--- config.mk ---
export PLATFORM = sky130hd
export DESIGN_NAME = frt_timer
export DESIGN_NICKNAME = d
export VERILOG_FILES = /design/src/frt_pkg.sv /design/src/frt_timer.sv
export SDC_FILE = /design/constraint.sdc
export NUM_CORES = 1
export LEC_CHECK = 0
export ABC_CLOCK_PERIOD_IN_PS = 3200
export BUFFER_PORTS_ARGS = -buffer_cell sky130_fd_sc_hd__buf_2
export CAP_MARGIN = 30
export CORE_MARGIN = 4
export CORE_UTILIZATION = 45
export CTS_CLUSTER_SIZE = 8
export DETAILED_ROUTE_END_ITERATION = 12
export PLACE_DENSITY = 0.71
export RECOVER_POWER = 100
export SLEW_MARGIN = 40
export SYNTH_ARGS = -nofsm -noshare
export SYNTH_HDL_FRONTEND = slang
export SYNTH_SLANG_ARGS = --single-unit
export TNS_END_PERCENT = 5
--- constraint.sdc ---
create_clock -name I_CLK -period 3.2 [get_ports I_CLK]
set_clock_uncertainty 0.1 [all_clocks]
set_input_delay 0.32 -clock I_CLK [delete_from_list [all_inputs] [get_ports I_CLK]]
set_output_delay 0.32 -clock I_CLK [all_outputs]
set_load 0.005 [all_outputs]
--- src/frt_pkg.sv ---
// Package for the free-running timer counter core.
// Assumes an AXI4-Lite slave with 32-bit data and word-aligned registers.
package frt_pkg;
  // Register byte addresses
  localparam logic [7:0] ADDR_CNT_HI = 8'h00;
  localparam logic [7:0] ADDR_CNT_LO = 8'h04;
  localparam logic [7:0] ADDR_ALT_HI = 8'h08;
  localparam logic [7:0] ADDR_ALT_LO = 8'h0C;
  localparam logic [7:0] ADDR_STATUS = 8'h10;
  localparam logic [7:0] ADDR_CTRL = 8'h14;
  // Counter values
  localparam logic [15:0] CNT_RELOAD = 16'hFFFC;
  localparam logic [15:0] CNT_MAX = 16'hFFFF;
  // Control field positions
  localparam int CTRL_CS_LSB = 0;
  localparam int CTRL_EDGE_BIT = 2;
  localparam int CTRL_OVIE_BIT = 3;
  localparam logic [3:0] CTRL_RESET = 4'h0;
  localparam int CTRL_W = 4;
  localparam int BYTE_W = 8;
  // Clock select encodings
  localparam logic [1:0] CS_DIV4 = 2'h0;
  localparam logic [1:0] CS_DIV2 = 2'h1;
  localparam logic [1:0] CS_DIV8 = 2'h2;
  localparam logic [1:0] CS_EXT = 2'h3;
  // Prescaler divide limits (terminal counts)
  localparam logic [2:0] PRE_TC2 = 3'h1;
  localparam logic [2:0] PRE_TC4 = 3'h3;
  localparam logic [2:0] PRE_TC8 = 3'h7;
  // AXI responses
  localparam logic [1:0] RESP_OKAY = 2'h0;
  localparam logic [1:0] RESP_SLVERR = 2'h2;
endpackage

--- src/frt_timer.sv ---
// Free-running 16-bit timer counter core with AXI4-Lite register access.
// Assumes one clock I_CLK at 25 MHz and a synchronous active-low reset.
// Function
// - 16-bit up-counter advances on every prescaler tick, stops only while halted.
// - Primary and alternate views both read the same count.
// - Writing either low byte view forces the count to FFFCh.
// - Reset loads FFFCh, the only reload value in any mode.
// - Internal source period is 131072, 262144 or 524288 clocks.
// - Reading a high byte captures the matching low byte into a buffer.
// - Buffered low byte stays frozen until the low byte is read.
// - After a completed sequence, low byte read returns live count.
// - Wrap from FFFFh to 0000h sets the overflow flag.
// - Interrupt issues only when enabled and global mask clear; else pending.
// - Flag clears by status read while set, then primary low access.
// - Alternate low byte access never clears the overflow flag.
// - Counter keeps running in wait state.
// - Halt freezes the count; reset restarts from reset count.
// - Both clock select bits one selects the external clock pin.
// - Edge select bit picks rising or falling external edges.
// - External clock updates are synchronised to the internal clock.
// - An unbonded timer input reads as logic one.
`timescale 1ns/1ps
`default_nettype none

module frt_timer #(
  parameter int CNT_W = 16,
  parameter bit EXT_PIN_BONDED = 1'b1
) (
  input wire logic I_CLK,
  input wire logic I_RST_B,
  input wire logic I_HALT,
  input wire logic I_WAIT,
  input wire logic I_GLOBAL_IRQ_MASK,
  input wire logic I_EXT_CLK,
  input wire logic [7:0] I_AWADDR,
  input wire logic I_AWVALID,
  output logic O_AWREADY,
  input wire logic [31:0] I_WDATA,
  input wire logic [3:0] I_WSTRB,
  input wire logic I_WVALID,
  output logic O_WREADY,
  output logic [1:0] O_BRESP,
  output logic O_BVALID,
  input wire logic I_BREADY,
  input wire logic [7:0] I_ARADDR,
  input wire logic I_ARVALID,
  output logic O_ARREADY,
  output logic [31:0] O_RDATA,
  output logic [1:0] O_RRESP,
  output logic O_RVALID,
  input wire logic I_RREADY,
  output logic O_IRQ
);

  ////////////////////////////////////////////////////////////////////////////
  // Address decode helper
  function automatic logic is_mapped(input logic [7:0] a);
    is_mapped = (a == frt_pkg::ADDR_CNT_HI) || (a == frt_pkg::ADDR_CNT_LO) ||
                (a == frt_pkg::ADDR_ALT_HI) || (a == frt_pkg::ADDR_ALT_LO) ||
                (a == frt_pkg::ADDR_STATUS) || (a == frt_pkg::ADDR_CTRL);
  endfunction

  ////////////////////////////////////////////////////////////////////////////
  // State
  logic [CNT_W-1:0] count_reg;
  logic [CNT_W-1:0] count_next;
  logic [2:0] pre_reg;
  logic [2:0] pre_next;
  logic [3:0] ctrl_reg;
  logic ovf_reg;
  logic ovf_next;
  logic ovf_armed_reg;
  logic [7:0] lo_buf_reg;
  logic lo_held_reg;
  logic [2:0] ext_sync_reg;
  logic ext_prev_reg;

  ////////////////////////////////////////////////////////////////////////////
  // AXI write channel state
  logic aw_got_reg;
  logic w_got_reg;
  logic [7:0] aw_addr_reg;
  logic [31:0] w_data_reg;
  logic [3:0] w_strb_reg;

  wire aw_fire = I_AWVALID && O_AWREADY;
  wire w_fire = I_WVALID && O_WREADY;
  wire wr_do = aw_got_reg && w_got_reg && !O_BVALID;
  wire wr_lo0 = w_strb_reg[0];
  wire wr_cnt_lo = wr_do && (aw_addr_reg == frt_pkg::ADDR_CNT_LO) && wr_lo0;
  wire wr_alt_lo = wr_do && (aw_addr_reg == frt_pkg::ADDR_ALT_LO) && wr_lo0;
  wire wr_ctrl = wr_do && (aw_addr_reg == frt_pkg::ADDR_CTRL) && wr_lo0;

  // Read channel decode
  wire rd_do = I_ARVALID && O_ARREADY;
  wire rd_cnt_hi = rd_do && (I_ARADDR == frt_pkg::ADDR_CNT_HI);
  wire rd_alt_hi = rd_do && (I_ARADDR == frt_pkg::ADDR_ALT_HI);
  wire rd_cnt_lo = rd_do && (I_ARADDR == frt_pkg::ADDR_CNT_LO);
  wire rd_alt_lo = rd_do && (I_ARADDR == frt_pkg::ADDR_ALT_LO);
  wire rd_status = rd_do && (I_ARADDR == frt_pkg::ADDR_STATUS);

  ////////////////////////////////////////////////////////////////////////////
  // Tick generation
  wire [1:0] cs = ctrl_reg[frt_pkg::CTRL_CS_LSB +: 2];
  wire edge_rise = ctrl_reg[frt_pkg::CTRL_EDGE_BIT];
  wire ovie = ctrl_reg[frt_pkg::CTRL_OVIE_BIT];
  wire ext_level = EXT_PIN_BONDED ? I_EXT_CLK : 1'b1;
  wire ext_stable = (ext_sync_reg[1] == ext_sync_reg[2]);
  wire ext_new = ext_sync_reg[2] != ext_prev_reg;
  wire ext_edge = ext_stable && ext_new &&
                  (ext_sync_reg[2] == edge_rise);
  wire [2:0] pre_tc = (cs == frt_pkg::CS_DIV2) ? frt_pkg::PRE_TC2 :
                      (cs == frt_pkg::CS_DIV8) ? frt_pkg::PRE_TC8 :
                      frt_pkg::PRE_TC4;
  wire pre_tick = (pre_reg == pre_tc);
  wire tick = !I_HALT &&
              ((cs == frt_pkg::CS_EXT) ? ext_edge : pre_tick);
  wire wrap = tick && (count_reg == frt_pkg::CNT_MAX[CNT_W-1:0]);

  assign pre_next = (I_HALT || cs == frt_pkg::CS_EXT || pre_tick) ? 3'h0 :
                    (pre_reg + 3'h1);
  assign count_next = (wr_cnt_lo || wr_alt_lo) ? frt_pkg::CNT_RELOAD[CNT_W-1:0] :
                      tick ? (count_reg + {{(CNT_W-1){1'b0}}, 1'b1}) :
                      count_reg;
  wire cnt_lo_access = rd_cnt_lo || wr_cnt_lo;
  wire ovf_clear = ovf_armed_reg && cnt_lo_access;
  assign ovf_next = wrap ? 1'b1 : (ovf_clear ? 1'b0 : ovf_reg);

  ////////////////////////////////////////////////////////////////////////////
  // Pin synchroniser, three stages
  always_ff @(posedge I_CLK) begin
    if (!I_RST_B) begin
      ext_sync_reg <= 3'h7;
    end else begin
      ext_sync_reg <= {ext_sync_reg[1:0], ext_level};
    end
  end

  // Last settled pin level
  always_ff @(posedge I_CLK) begin
    if (!I_RST_B) begin
      ext_prev_reg <= 1'b1;
    end else if (ext_stable) begin
      ext_prev_reg <= ext_sync_reg[2];
    end
  end

  ////////////////////////////////////////////////////////////////////////////
  // Prescaler
  always_ff @(posedge I_CLK) begin
    if (!I_RST_B) begin
      pre_reg <= 3'h0;
    end else begin
      pre_reg <= pre_next;
    end
  end

  // Counter
  always_ff @(posedge I_CLK) begin
    if (!I_RST_B) begin
      count_reg <= frt_pkg::CNT_RELOAD[CNT_W-1:0];
    end else begin
      count_reg <= count_next;
    end
  end

  ////////////////////////////////////////////////////////////////////////////
  // Overflow flag
  always_ff @(posedge I_CLK) begin
    if (!I_RST_B) begin
      ovf_reg <= 1'b0;
    end else begin
      ovf_reg <= ovf_next;
    end
  end

  // Two-step clear arm
  wire arm_set = rd_status && ovf_reg;
  wire arm_drop = ovf_clear || !ovf_reg;

  always_ff @(posedge I_CLK) begin
    if (!I_RST_B) begin
      ovf_armed_reg <= 1'b0;
    end else if (arm_set) begin
      ovf_armed_reg <= 1'b1;
    end else if (arm_drop) begin
      ovf_armed_reg <= 1'b0;
    end
  end

  // Control
  always_ff @(posedge I_CLK) begin
    if (!I_RST_B) begin
      ctrl_reg <= frt_pkg::CTRL_RESET;
    end else if (wr_ctrl) begin
      ctrl_reg <= w_data_reg[frt_pkg::CTRL_W-1:0];
    end
  end

  // Interrupt request
  wire irq_next = ovf_next && ovie && !I_GLOBAL_IRQ_MASK;

  always_ff @(posedge I_CLK) begin
    if (!I_RST_B) begin
      O_IRQ <= 1'b0;
    end else begin
      O_IRQ <= irq_next;
    end
  end

  ////////////////////////////////////////////////////////////////////////////
  // Low byte buffering for 16-bit reads
  wire lo_rd = rd_cnt_lo || rd_alt_lo;
  wire hi_rd = rd_cnt_hi || rd_alt_hi;
  wire lo_capture = hi_rd && !lo_held_reg;

  always_ff @(posedge I_CLK) begin
    if (!I_RST_B) begin
      lo_buf_reg <= 8'h00;
    end else if (lo_capture) begin
      lo_buf_reg <= count_reg[frt_pkg::BYTE_W-1:0];
    end
  end

  always_ff @(posedge I_CLK) begin
    if (!I_RST_B) begin
      lo_held_reg <= 1'b0;
    end else if (lo_rd) begin
      lo_held_reg <= 1'b0;
    end else if (lo_capture) begin
      lo_held_reg <= 1'b1;
    end
  end

  ////////////////////////////////////////////////////////////////////////////
  // Read data select
  wire sel_hi = (I_ARADDR == frt_pkg::ADDR_CNT_HI) ||
                (I_ARADDR == frt_pkg::ADDR_ALT_HI);
  wire sel_lo = (I_ARADDR == frt_pkg::ADDR_CNT_LO) ||
                (I_ARADDR == frt_pkg::ADDR_ALT_LO);
  wire sel_status = (I_ARADDR == frt_pkg::ADDR_STATUS);
  wire sel_ctrl = (I_ARADDR == frt_pkg::ADDR_CTRL);
  wire [7:0] hi_byte = count_reg[CNT_W-1 -: frt_pkg::BYTE_W];
  wire [7:0] live_lo = count_reg[frt_pkg::BYTE_W-1:0];
  wire [7:0] lo_byte = lo_held_reg ? lo_buf_reg : live_lo;
  wire [7:0] status_byte = {7'h00, ovf_reg};
  wire [7:0] ctrl_byte = {4'h0, ctrl_reg};
  wire [7:0] rd_byte = sel_hi ? hi_byte :
                       sel_lo ? lo_byte :
                       sel_status ? status_byte :
                       sel_ctrl ? ctrl_byte :
                       8'h00;
  logic [31:0] rd_data;
  assign rd_data = {24'h00_0000, rd_byte};

  ////////////////////////////////////////////////////////////////////////////
  // AXI4-Lite write path
  always_ff @(posedge I_CLK) begin
    if (!I_RST_B) begin
      O_AWREADY <= 1'b0;
      O_WREADY <= 1'b0;
      O_BVALID <= 1'b0;
      O_BRESP <= frt_pkg::RESP_OKAY;
      aw_got_reg <= 1'b0;
      w_got_reg <= 1'b0;
      aw_addr_reg <= 8'h00;
      w_data_reg <= 32'h0000_0000;
      w_strb_reg <= 4'h0;
    end else begin
      O_AWREADY <= !aw_got_reg && !aw_fire && !O_BVALID;
      O_WREADY <= !w_got_reg && !w_fire && !O_BVALID;
      if (aw_fire) begin
        aw_got_reg <= 1'b1;
        aw_addr_reg <= I_AWADDR;
      end
      if (w_fire) begin
        w_got_reg <= 1'b1;
        w_data_reg <= I_WDATA;
        w_strb_reg <= I_WSTRB;
      end
      if (wr_do) begin
        O_BVALID <= 1'b1;
        O_BRESP <= is_mapped(aw_addr_reg) ? frt_pkg::RESP_OKAY : frt_pkg::RESP_SLVERR;
        aw_got_reg <= 1'b0;
        w_got_reg <= 1'b0;
      end else if (O_BVALID && I_BREADY) begin
        O_BVALID <= 1'b0;
      end
    end
  end

  // AXI4-Lite read path
  always_ff @(posedge I_CLK) begin
    if (!I_RST_B) begin
      O_ARREADY <= 1'b0;
      O_RVALID <= 1'b0;
      O_RDATA <= 32'h0000_0000;
      O_RRESP <= frt_pkg::RESP_OKAY;
    end else begin
      O_ARREADY <= !O_RVALID && !rd_do;
      if (rd_do) begin
        O_RVALID <= 1'b1;
        O_RDATA <= rd_data;
        O_RRESP <= is_mapped(I_ARADDR) ? frt_pkg::RESP_OKAY : frt_pkg::RESP_SLVERR;
      end else if (O_RVALID && I_RREADY) begin
        O_RVALID <= 1'b0;
      end
    end
  end

endmodule

`default_nettype wire

# Word-level counts from Yosys, hierarchy flattened
# Index checks and enable logic that the tools add are counted.
[word_totals]
elab_cells = 133
inputBits = 63
register_bits = 71
[classes]
n_eq_ne = 18
bitwise_logic = 1
n_addsub = 2
n_reduce_logical = 71
n_mux = 18
[ops]
columns = ["op", "count"]
rows = [
  ["$eq 8x4->1 const B", 4],
  ["$eq 8x5->1 const B", 4],
  ["$logic_and 1x1->1", 32],
  ["$mux 8", 3],
  ["$logic_or 1x1->1", 19],
  ["$add 16x1->16 const B", 1],
  ["$eq 16x16->1 const B", 1],
  ["$eq 8x3->1 const B", 2],
  ["$logic_not 8->1", 2],
  ["$logic_not 1->1", 11],
  ["$mux 1", 9],
  ["$mux 4", 2],
  ["$reduce_or 2->1", 4],
  ["$mux 3", 2],
  ["$reduce_bool 2->1", 3],
  ["$eq 2x2->1 const B", 2],
  ["$mux 2", 2],
  ["$add 3x1->3 const B", 1],
  ["$eq 3x3->1", 1],
  ["$eq 1x1->1", 2],
  ["$eq 2x1->1 const B", 1],
  ["$ne 1x1->1", 1],
  ["$not 1->1", 1],
]

# Longest topological paths before layout
# Gate-level depths: netlist (run 1).
[logic_depth]
depth_word = 10
depth_mapped = 6

# Least setup slack after synthesis (run 1)
# No wires, ideal clock.
[synth_timing]
path_kind = "reg-to-reg"
startpoint = "reg aw_addr_reg[0]"
endpoint = "reg ctrl_reg[0]"
setup_ns = 0.128
arrival_ns = 2.037
stages_incl_launch_ff = 7
path_slack_ns = 0.935
required_ns = 2.972
period_less_slack_ns = 2.265
n_path_buf = 1
cell_sequence = "dfxtp_1 > or4_4 > or4_4 > or3b_1 > buf_6 > mux2i_1 > nor2_1"
[synth_via]
elab_chain_len = 3
[synth_rtl]
columns = ["item", "line_no", "rtl"]
rows = [
  ["start, declared", "frt_timer.sv:82", "logic [7:0] aw_addr_reg;"],
  ["start signal, assigned", "frt_timer.sv:266", "aw_addr_reg <= 8'h00;"],
  ["start signal, assigned", "frt_timer.sv:274", "aw_addr_reg <= I_AWADDR;"],
  ["$eq 8x5->1", "frt_timer.sv:92", "wire wr_ctrl = wr_do && (aw_addr_reg == frt_pkg::ADDR_CTRL) && wr_lo0;"],
  ["$logic_and 1x1->1 (2 in series)", "frt_timer.sv:92", ""],
  ["end signal, assigned", "frt_timer.sv:194", "ctrl_reg <= frt_pkg::CTRL_RESET;"],
  ["end signal, assigned", "frt_timer.sv:196", "ctrl_reg <= w_data_reg[frt_pkg::CTRL_W-1:0];"],
  ["end, declared", "frt_timer.sv:69", "logic [3:0] ctrl_reg;"],
]
# Every way passes these cells.
# A chain may end at the register's enable or synchronous reset.

# Worst setup path in the final report (run 1)
# Ends and elaborated chain as after synthesis.

==> results of run 1 <==
-- stage by stage --
step / utilization (%) / power, mW / cells
3_5_place_dp: 49.0 / 1.02 / 474
2_1_floorplan: - / 0.999 / 385
4_1_cts: 51.6 / 1.64 / 490
3_3_place_gp: 49.0 / 1.01 / 474
5_1_grt: 51.1 / 1.69 / 490
6_report: 51.1 / 1.62 / 490
-- placed cells by master, fill, tap and decap left out, drive strengths merged, types with 4 or more instances in the layout --
| master | Yosys | final |
|---|---|---|
| dfxtp | 69 | 69 |
| nand2 | 37 | 37 |
| buf | 28 | 35 |
| nand3 | 32 | 32 |
| nor2 | 30 | 30 |
| a21oi | 29 | 29 |
| conb | 1 | 26 |
| clkbuf | 12 | 23 |
| o21ai | 21 | 21 |
| mux2i | 9 | 9 |
| nand2b | 8 | 8 |
| inv | 6 | 7 |
| a2111oi | 6 | 6 |
| xnor2 | 6 | 6 |
| and3 | 5 | 5 |
| a211oi | 5 | 5 |
| clkinvlp | 0 | 5 |
| mux2 | 4 | 4 |
| a222oi | 4 | 4 |
| a221oi | 4 | 4 |
| nor3b | 4 | 4 |
| and4 | 4 | 4 |
| or3 | 4 | 4 |
-- synth_stat cells (all sizes together) --
master    n  share of area [%]
a31oi     3               0.60
clkinv    1               0.12
nand2b    8                1.6
and3      5                1.0
o32a      1               0.32
a211oi    5                1.2
nor3      2               0.32
inv       6               0.72
buf      28                7.0
nor2     30                3.6
mux2      4                1.4
nor2b     2               0.40
a221oi    4                1.1
nand4b    2               0.56
o21ai    21                3.4
nor3b     4               0.96
a21oi    29                4.6
a222oi    4                1.3
nand2    37                4.4
xnor2     6                1.7
or4       3               0.96
and3b     1               0.28
nand4     3               0.60
nand3b    1               0.64
or3       4               0.80
and4      4                1.1
o31ai     1               0.24
a211o     2               0.56
a2111oi   6                1.7
nor4      3               0.80
or3b      1               0.28
nand3    32                5.1
ha        2               0.80
and4b     1               0.32
dfxtp    69                 44
o32ai     1               0.28
nor4b     2               0.56
conb      1               0.12
mux2i     9                2.9
clkbuf   12                1.4
-- cell families after synthesis --
kind of cell,Yosys count
other cells,1
xor+xnor,6
compound gates,77
fa+ha+maj,2
buf+inv,47
mux,13
simple gates,145
flops,69
-- how the worst max path moves through the flow --
stage,startpoint,to,slack [ns]
after floorplan,aw_addr_reg[0],ctrl_reg[0],0.94
final,aw_addr_reg[0],ctrl_reg[0],0.70
after global placement,aw_addr_reg[0],ctrl_reg[3],0.88
after global routing,aw_addr_reg[0],ctrl_reg[2],0.60
after CTS,aw_addr_reg[0],ctrl_reg[0],0.83
after detailed placement,aw_addr_reg[0],ctrl_reg[0],0.86
-- layer usage --
metal,global-route usage [%],vias up,wire length (um)
li1,-,1335,-
met1,21.8,1222,3250
met2,26.2,75,3170
met3,4.06,9,343
met4,5.03,0,93
met5,0,-,0
-- layout make-up --
class / instances / area (um^2) / area share, %
Multi-Input combinational cell: 269 / 1540 / 44.6
Sequential cell: 69 / 1380 / 40.0
Timing Repair Buffer: 49 / 229 / 6.64
Clock buffer: 9 / 124 / 3.59
Tap cell: 80 / 100 / 2.90
Clock inverter: 7 / 51.3 / 1.49
Inverter: 7 / 26.3 / 0.761
-- report_power, final --
group | total (mW) | internal (mW) | switching, mW
combinational | 0.0994 | 0.0380 | 0.0614
clock | 0.626 | 0.282 | 0.344
sequential | 0.895 | 0.877 | 0.0181
==> flow_summary.toml, run 1 <==
[global_route]
grt_pass1_vias = 2444
grt_usage_pct = 16.4
grt-ovfl-total = 0
antenna_found_initial = 0
grt_max_degree = 36
grt_pass1_wl_um = 11100

[yosys]
ys_warn_count = 0
seq_area_frac_synth_pct = 44.2
synthMuxAreaShare_pct = 4.32
syn_area_per_cell_um2 = 8.69
synth_xor_area_share_pct = 1.68
synth_top_family_by_area = "simple AND/OR/NAND/NOR gates"
syn_inst = 360
synth_fa_ha_area_share_pct = 0.800
yosys.area_share.simple_pct = 24.4
yosys.cell_types.count = 44
netlist_area_um2 = 3130
synth-seq-cells = 69
synth-compound-area-share_pct = 15.3

[min_path]
hold_depth = 2
hold_path_end = "ext_sync_reg[0]"
hp-class = "input pin to flop"
worstHoldStart = "I_EXT_CLK"

[die]
boundaryPins = 105
initial_utilization_pct = 46.3
die-area_um2 = 8350
die-width_um = 91.4
floorplan.rows = 30
core_um2 = 6760
die_y_um = 91.4

[worst_setup_path]
reg2reg_slack_ns = 0.70
cp.depth = 5
crit_path_frequent_cell = "or4_1"
cp-end-kind = "flop"
cp_num_buf_inv = 0
worstPathCellList = "or4_1 -> or4_1 -> or3b_1 -> mux2i_1 -> nor2_1"
critPathMaxStageDelay_ns = 0.60
rr_worst_depth = 5
crit_arrival_ns = 2.57
cp_data_required_time_ns = 3.27
cp_max_fo = 4
r2r-end = "ctrl_reg[0]"
crit_family = "simple AND/OR/NAND/NOR gates"
path_class = "flop to flop"
r2r_start = "aw_addr_reg[0]"
cp_slowest_cell = "or4_1"
start_kind = "flop"

[power_and_ir_drop]
p_leak_nw = 1.36
powerDensity_nw_per_um2 = 470
ir_drop_v = 0.000366

[sta]
min_period_ns = 2.50
drv_slew = 36
setup_tns_ns = 0
hold_ws_ns = 0.0695
finalHoldViolCount = 0
fin_crit_sh_pct = 78.2
fmax_ghz = 0.400
setup_ws_ns = 0.699
tightest_slew_ns = 1.55
setup_violations = 0
rsz0062_at_grt = "no"
max_slew_margin_pct = -3.11

[finish]
largest_reg_flops = 16
num-fill-cells = 660
final_area_um2 = 3450
fin_nets = 470
synthToLayoutAreaGrowth_pct = 10.4
num_antenna_cells = 0
drive_gt1_share_pct = 13.7

[drt]
drtIter0Drc = 171
wl_per_cell_um = 14.0
vias_per_cell = 5.39
vias = 2641
ant_nets = 0
drt_drc_violations_left = 0
wirelength_um = 6850
drt-pass1-iter-count = 4

[place]
placed_area_um2 = 3310
preCtsSetupSlack_ns = 0.857
hpwlAfterDp_um = 5050
gp_congestion = 0.819
io_buffers = 46

[clocking]
cts_made_buffers = 9
clk_latency_ns = 0.34
cts-root-buf = "clkbuf_8"
cts_sinks = 69
clkSlewWorstSetupHoldPaths_ns = 0.07
h-tree-depth = 3
cts_resized = 0
cts_buffer_depth = 2
hold_buffers = 0
cts_tree = "built"
cts_setup_buffers = 0

[outcome]
violations = "capacitance limit, slew limit"
status = "complete, but fails checks"

[flow_run]
cap_violations = 1
(Power assumes the default switching activity.)
==> run 2, diff against run 1 <==
--- a/config.mk
+++ b/config.mk
@@ -5,14 +5,15 @@
 export SDC_FILE = /design/constraint.sdc
 export NUM_CORES = 1
 export LEC_CHECK = 0
-export ABC_CLOCK_PERIOD_IN_PS = 3200
+export ABC_AREA = 1
+export ABC_CLOCK_PERIOD_IN_PS = 2200
 export BUFFER_PORTS_ARGS = -buffer_cell sky130_fd_sc_hd__buf_2
 export CAP_MARGIN = 30
 export CORE_MARGIN = 4
 export CORE_UTILIZATION = 45
 export CTS_CLUSTER_SIZE = 8
 export DETAILED_ROUTE_END_ITERATION = 12
-export PLACE_DENSITY = 0.71
+export PLACE_DENSITY = 0.72
 export RECOVER_POWER = 100
 export SLEW_MARGIN = 40
 export SYNTH_ARGS = -nofsm -noshare
==> constraint.sdc (replaced) <==
create_clock -name I_CLK -period 2.2 [get_ports I_CLK]
set_clock_uncertainty 0.1 [all_clocks]
set_input_delay 0.22 -clock I_CLK [delete_from_list [all_inputs] [get_ports I_CLK]]
set_output_delay 0.22 -clock I_CLK [all_outputs]
set_load 0.005 [all_outputs]
==> flow_summary.toml, run 2 <==
[sta]
finalHoldViolCount = 0
drv_slew = 0
fmax_ghz = 0.550
setup_violations = 0
tightest_slew_ns = 0.706
fin_crit_sh_pct = 82.7
min_period_ns = 1.82
max_slew_margin_pct = 53.0
hold_ws_ns = 0.0302
rsz0062_at_grt = "no"
setup_tns_ns = 0

[min_path]
hp-class = "input pin to flop"
hold_depth = 3
worstHoldStart = "I_AWADDR[1]"
hold_path_end = "aw_addr_reg[1]"

[yosys]
seq_area_frac_synth_pct = 40.3
synth_edf_count = 0
synth_top_cell_area_share_pct = 40.3
synthTopCellsByCount = "nand2_1 (105), nor2_1 (71), dfxtp_1 (69)"
netlist_area_um2 = 3420
yosysMostFrequentCell = "nand2_1"
synth-seq-cells = 69
syn_area_per_cell_um2 = 6.92
yosys.cell_types.count = 33
synth_flop_cell = "dfxtp_1"
netlist_top_cells_area = "dfxtp_1 (40%), nand2_1 (12%), nor2_1 (7.8%), inv_1 (6.1%), buf_4 (5.9%)"
yosys.area.top_type = "dfxtp_1"
ys_warn_count = 0
syn_inst = 495
synthArstFlopShare_pct = 0

[global_route]
grt_pass1_vias = 2757
met1_usage_pct = 19.5
antenna_found_initial = 0
grt-ovfl-total = 0
busiest_layer = "met2"
grt_pass1_wl_um = 11700
grt_usage_pct = 16.1
use_met2_pct = 27.2
grt_max_degree = 28
grt_use_met3_pct = 4.74

[finish]
layout_common_cells = "nand2_1 (106), nor2_1 (71), dfxtp_1 (69)"
final_common_cell = "nand2_1"
fin_cells = 649
largest_reg_flops = 16
fin_nets = 610
final_area_um2 = 3840
num_antenna_cells = 0
synthToLayoutAreaGrowth_pct = 12.1
drive_gt1_share_pct = 13.5

[place]
io_buffers = 46
hpwlAfterDp_um = 5310
gp_congestion = 0.926
placed_area_um2 = 3650
dp.cells = 631

[worst_setup_path]
rr_worst_depth = 7
r2r_start = "O_BVALID"
cp-end-kind = "flop"
cp_data_required_time_ns = 2.37
reg2reg_slack_ns = 0.38
crit_arrival_ns = 1.99
path_class = "flop to flop"
start_kind = "flop"
cp_max_fo = 16
r2r-end = "count_reg[0]"

[power_and_ir_drop]
p_int_mw = 1.91
switchingPower_mw = 0.619
powerDensity_nw_per_um2 = 659
switching_share_pct = 24.5
ir_drop_v = 0.000320
p_leak_nw = 1.99
p_comb_share_pct = 7.2
clkPwrFrac_pct = 41.2
p_seq_share_pct = 51.6

[drt]
drt-pass1-iter-count = 4
vias = 3046
wirelength_um = 7100
drtIter0Drc = 228
vias_per_cell = 4.69
wl_per_cell_um = 10.9
drt_drc_violations_left = 0
ant_nets = 0

[clocking]
cts_buffer_depth = 2
cts_tree = "built"
cts_sinks = 69
cts_setup_buffers = 0
cts_made_buffers = 9
clkSlewWorstSetupHoldPaths_ns = 0.08
h-tree-depth = 3
clk_latency_ns = 0.34
cts-root-buf = "clkbuf_8"

[die]
die_y_um = 95.2
floorplan.rows = 31
die-width_um = 95.2
boundaryPins = 105
die-area_um2 = 9070
core_um2 = 7330
initial_utilization_pct = 46.7

[flow_run]
cap_violations = 0

[outcome]
status = "complete, no violations"
-- run 2: cell count changes after synthesis, sizes merged, moves of 5 or more --
cell | previous run | this run
a2111oi | 6 | 0
o211ai | 0 | 5
o21ai | 21 | 46
nor3 | 2 | 8
a21oi | 29 | 14
nor2 | 30 | 76
mux2i | 9 | 0
inv | 6 | 60
nand2 | 37 | 112
nand2b | 8 | 0
clkbuf | 12 | 7
xor2 | 0 | 11
-- run 2: worst max path at each step --
stage	start	end	slack [ns]	cells after the start
floorplan	count_reg[0]	O_IRQ	0.78	8
global placement	count_reg[0]	O_IRQ	0.54	8
detailed placement	count_reg[0]	O_IRQ	0.54	8
CTS	count_reg[0]	O_IRQ	0.52	8
global route	O_BVALID	count_reg[0]	0.20	7
finish	O_BVALID	count_reg[0]	0.38	7
-- run 2: metrics by stage --
step	utilization, %	total power, mW	setup WS (ns)
global placement	49.8	1.51	0.535
CTS	52.8	2.55	0.517
finish	52.3	2.53	0.382
detailed placement	49.8	1.52	0.537
floorplan	-	1.48	0.782
global route	52.3	2.64	0.197
-- run 2: layout make-up --
class | instances | area, um^2
Fill cell | 713 | 3490
Multi-Input combinational cell | 351 | 1630
Sequential cell | 69 | 1380
Timing Repair Buffer | 53 | 270
Inverter | 61 | 230
Clock buffer | 11 | 141
Tap cell | 99 | 124
Clock inverter | 5 | 58.8
-- run 2: repair_timing --
item                      in CTS  in global routing
hold endpoints to repair       2                  0
resized for setup              0                  0
hold buffers                   2                  0
-- run 2: critical path, cell delays in order, from the launching register on --
cell	delay [ns]
dfxtp_1	0.35
inv_1	0.08
nand3_1	0.13
nor2_1	0.08
a21oi_1	0.14
clkbuf_1	0.55
o21ai_0	0.20
nor2_1	0.12
-- run 2: power groups by stage --
stage          sequential, mW  clock, mW  combinational (mW)
4_1_cts                  1.31       1.06               0.184
2_1_floorplan            1.33          0               0.152
6_report                 1.31       1.04               0.181
5_1_grt                  1.31       1.12               0.212
3_5_place_dp             1.33          0               0.181
3_3_place_gp             1.33          0               0.177
-- run 2: cell families (layout without fill, tap and decap cells) --
family | Yosys count | in the layout | share of synthesized area (%)
DFF | 69 | 69 | 40.3
adders and majority gates | 2 | 2 | 0.731
and+or+nand+nor | 244 | 244 | 30.8
other | 1 | 26 | 0.110
xor gates and xnor gates | 13 | 13 | 3.32
AOI/OAI and AO/OA | 66 | 66 | 10.4
buffers and inverters | 100 | 130 | 14.3
-- run 2: metal layers --
metal,share of wire [%],vias up
met4,1.5,0
met5,0,-
met2,46,95
li1,-,1605
met1,45,1335
met3,7.5,11
==> run 3, diff against run 2 <==
--- a/config.mk
+++ b/config.mk
@@ -6,14 +6,14 @@
 export NUM_CORES = 1
 export LEC_CHECK = 0
 export ABC_AREA = 1
-export ABC_CLOCK_PERIOD_IN_PS = 2200
+export ABC_CLOCK_PERIOD_IN_PS = 1800
 export BUFFER_PORTS_ARGS = -buffer_cell sky130_fd_sc_hd__buf_2
 export CAP_MARGIN = 30
 export CORE_MARGIN = 4
 export CORE_UTILIZATION = 45
 export CTS_CLUSTER_SIZE = 8
 export DETAILED_ROUTE_END_ITERATION = 12
-export PLACE_DENSITY = 0.72
+export PLACE_DENSITY = 0.69
 export RECOVER_POWER = 100
 export SLEW_MARGIN = 40
 export SYNTH_ARGS = -nofsm -noshare
==> constraint.sdc (replaced) <==
create_clock -name I_CLK -period 1.8 [get_ports I_CLK]
set_clock_uncertainty 0.1 [all_clocks]
set_input_delay 0.18 -clock I_CLK [delete_from_list [all_inputs] [get_ports I_CLK]]
set_output_delay 0.18 -clock I_CLK [all_outputs]
set_load 0.005 [all_outputs]
==> flow_summary.toml, run 3 (synthesis results as in run 2) <==
[sta]
finalHoldViolCount = 0
fin_crit_sh_pct = 90.5
setup_violations = 0
min_period_ns = 1.63
drv_slew = 0
setup_tns_ns = 0
rsz0062_at_grt = "no"
fmax_ghz = 0.614

[global_route]
grt_usage_pct = 17.2
antenna_found_initial = 0
grt_pass1_vias = 2777
grt_pass1_wl_um = 12200
grt-ovfl-total = 0
grt_max_degree = 28

[drt]
wirelength_um = 7400
ant_nets = 0
vias = 3044
vias_per_cell = 4.61
drt-pass1-iter-count = 4
drt_drc_violations_left = 0
wl_per_cell_um = 11.2
drtIter0Drc = 153

[clocking]
clkSlewWorstSetupHoldPaths_ns = 0.07
clk_latency_ns = 0.33
cts_tree = "built"
cts_buffer_depth = 2
cts-root-buf = "clkbuf_8"
h-tree-depth = 3
cts_sinks = 69
cts_made_buffers = 9
cts_setup_buffers = 0

[place]
hpwlAfterDp_um = 5540
dp.cells = 637
io_buffers = 46
gp_congestion = 0.977

[worst_setup_path]
rr_worst_depth = 8
crit_arrival_ns = 1.80
r2r-end = "O_IRQ"
start_kind = "flop"
cp_data_required_time_ns = 1.97
reg2reg_slack_ns = 0.17
path_class = "flop to flop"
cp_max_fo = 5
r2r_start = "count_reg[1]"
cp-end-kind = "flop"

[min_path]
hp-class = "input pin to flop"
worstHoldStart = "I_WDATA[2]"
hold_path_end = "w_data_reg[2]"
hold_depth = 3

[outcome]
status = "complete, no violations"

[finish]
num_antenna_cells = 0
layout_common_cells = "nand2_1 (105), nor2_1 (71), dfxtp_1 (69)"
fin_nets = 621
final_common_cell = "nand2_1"
seqCellArea_um2 = 1380
fin_cells = 660
multi_input_area_um2 = 1640
drive_gt1_share_pct = 15.0
synthToLayoutAreaGrowth_pct = 15.4
largest_reg_flops = 16
num-fill-cells = 723

[die]
core_um2 = 7330
initial_utilization_pct = 46.7
die-area_um2 = 9070
boundaryPins = 105
die_y_um = 95.2
die-width_um = 95.2
floorplan.rows = 31

[flow_run]
cap_violations = 0

[power_and_ir_drop]
ir_drop_v = 0.000437
p_leak_nw = 2.05
powerDensity_nw_per_um2 = 797
==> run 3: cell types whose count changed in the layout (fill, tap and decap cells not counted), sizes merged <==
cell and change:
buf +5, clkbuf +3, clkinvlp -1, dlygate4sd3 +5, inv -1
==> run 3: how the worst max path moves through the flow <==
stage,start,endpoint,slack [ns],depth (start not counted)
floorplan,count_reg[0],O_IRQ,0.38,8
global placement,O_BVALID,count_reg[13],0.14,6
detailed placement,O_BVALID,count_reg[3],0.14,6
CTS,O_BVALID,count_reg[10],0.09,6
global route,count_reg[1],O_IRQ,0.01,8
finish,count_reg[1],O_IRQ,0.17,8
==> run 3: layout make-up <==
cell class                      count  area share [%]
Tap cell                           99            3.13
Clock inverter                      3            1.08
Multi-Input combinational cell    351            41.6
Sequential cell                    69            35.0
Timing Repair Buffer               64            9.12
Inverter                           61            5.83
Clock buffer                       13            4.27
==> run 3: through the flow <==
step / setup WS [ns] / cell area [um^2] / util, % / power [mW] / hold slack (ns)
2_1_floorplan: 0.382 / 3520 / - / 1.81 / 0.187
3_3_place_gp: 0.138 / 3690 / 50.4 / 1.85 / 0.271
3_5_place_dp: 0.137 / 3690 / 50.4 / 1.86 / 0.278
4_1_cts: 0.0881 / 3980 / 54.2 / 3.18 / 0.000289
5_1_grt: 0.0120 / 3950 / 53.9 / 3.29 / 0.0257
6_report: 0.171 / 3950 / 53.9 / 3.15 / 0.00540
==> run 3: metal layers <==
layer | global-route usage [%] | wire (um) | vias up
met4 | 6.01 | 61 | 0
met5 | 0 | 0 | -
met3 | 3.95 | 490 | 4
met2 | 27.7 | 3450 | 85
li1 | - | - | 1626
met1 | 22.5 | 3390 | 1329
==> run 3: worst max-delay path, cell delays in order, from the launching register on <==
cell     delay, ns
dfxtp_1       0.40
ha_2          0.24
and3_1        0.22
nand2_1       0.10
nor2_1        0.18
nand3_1       0.09
nand2_1       0.07
nand2_1       0.07
nor2_1        0.09
==> run 3: power by group <==
group / switching, mW / total [mW] / internal, mW
combinational: 0.142 / 0.234 / 0.0925
sequential: 0.0260 / 1.60 / 1.57
clock: 0.567 / 1.32 / 0.753
total: 0.735 / 3.15 / 2.41
==> run 3: timing repair <==
item,CTS,global route
resized for setup,0,2
hold buffers,7,0
endpoints found under the hold margin,7,0
endpoints found under the setup margin,0,11
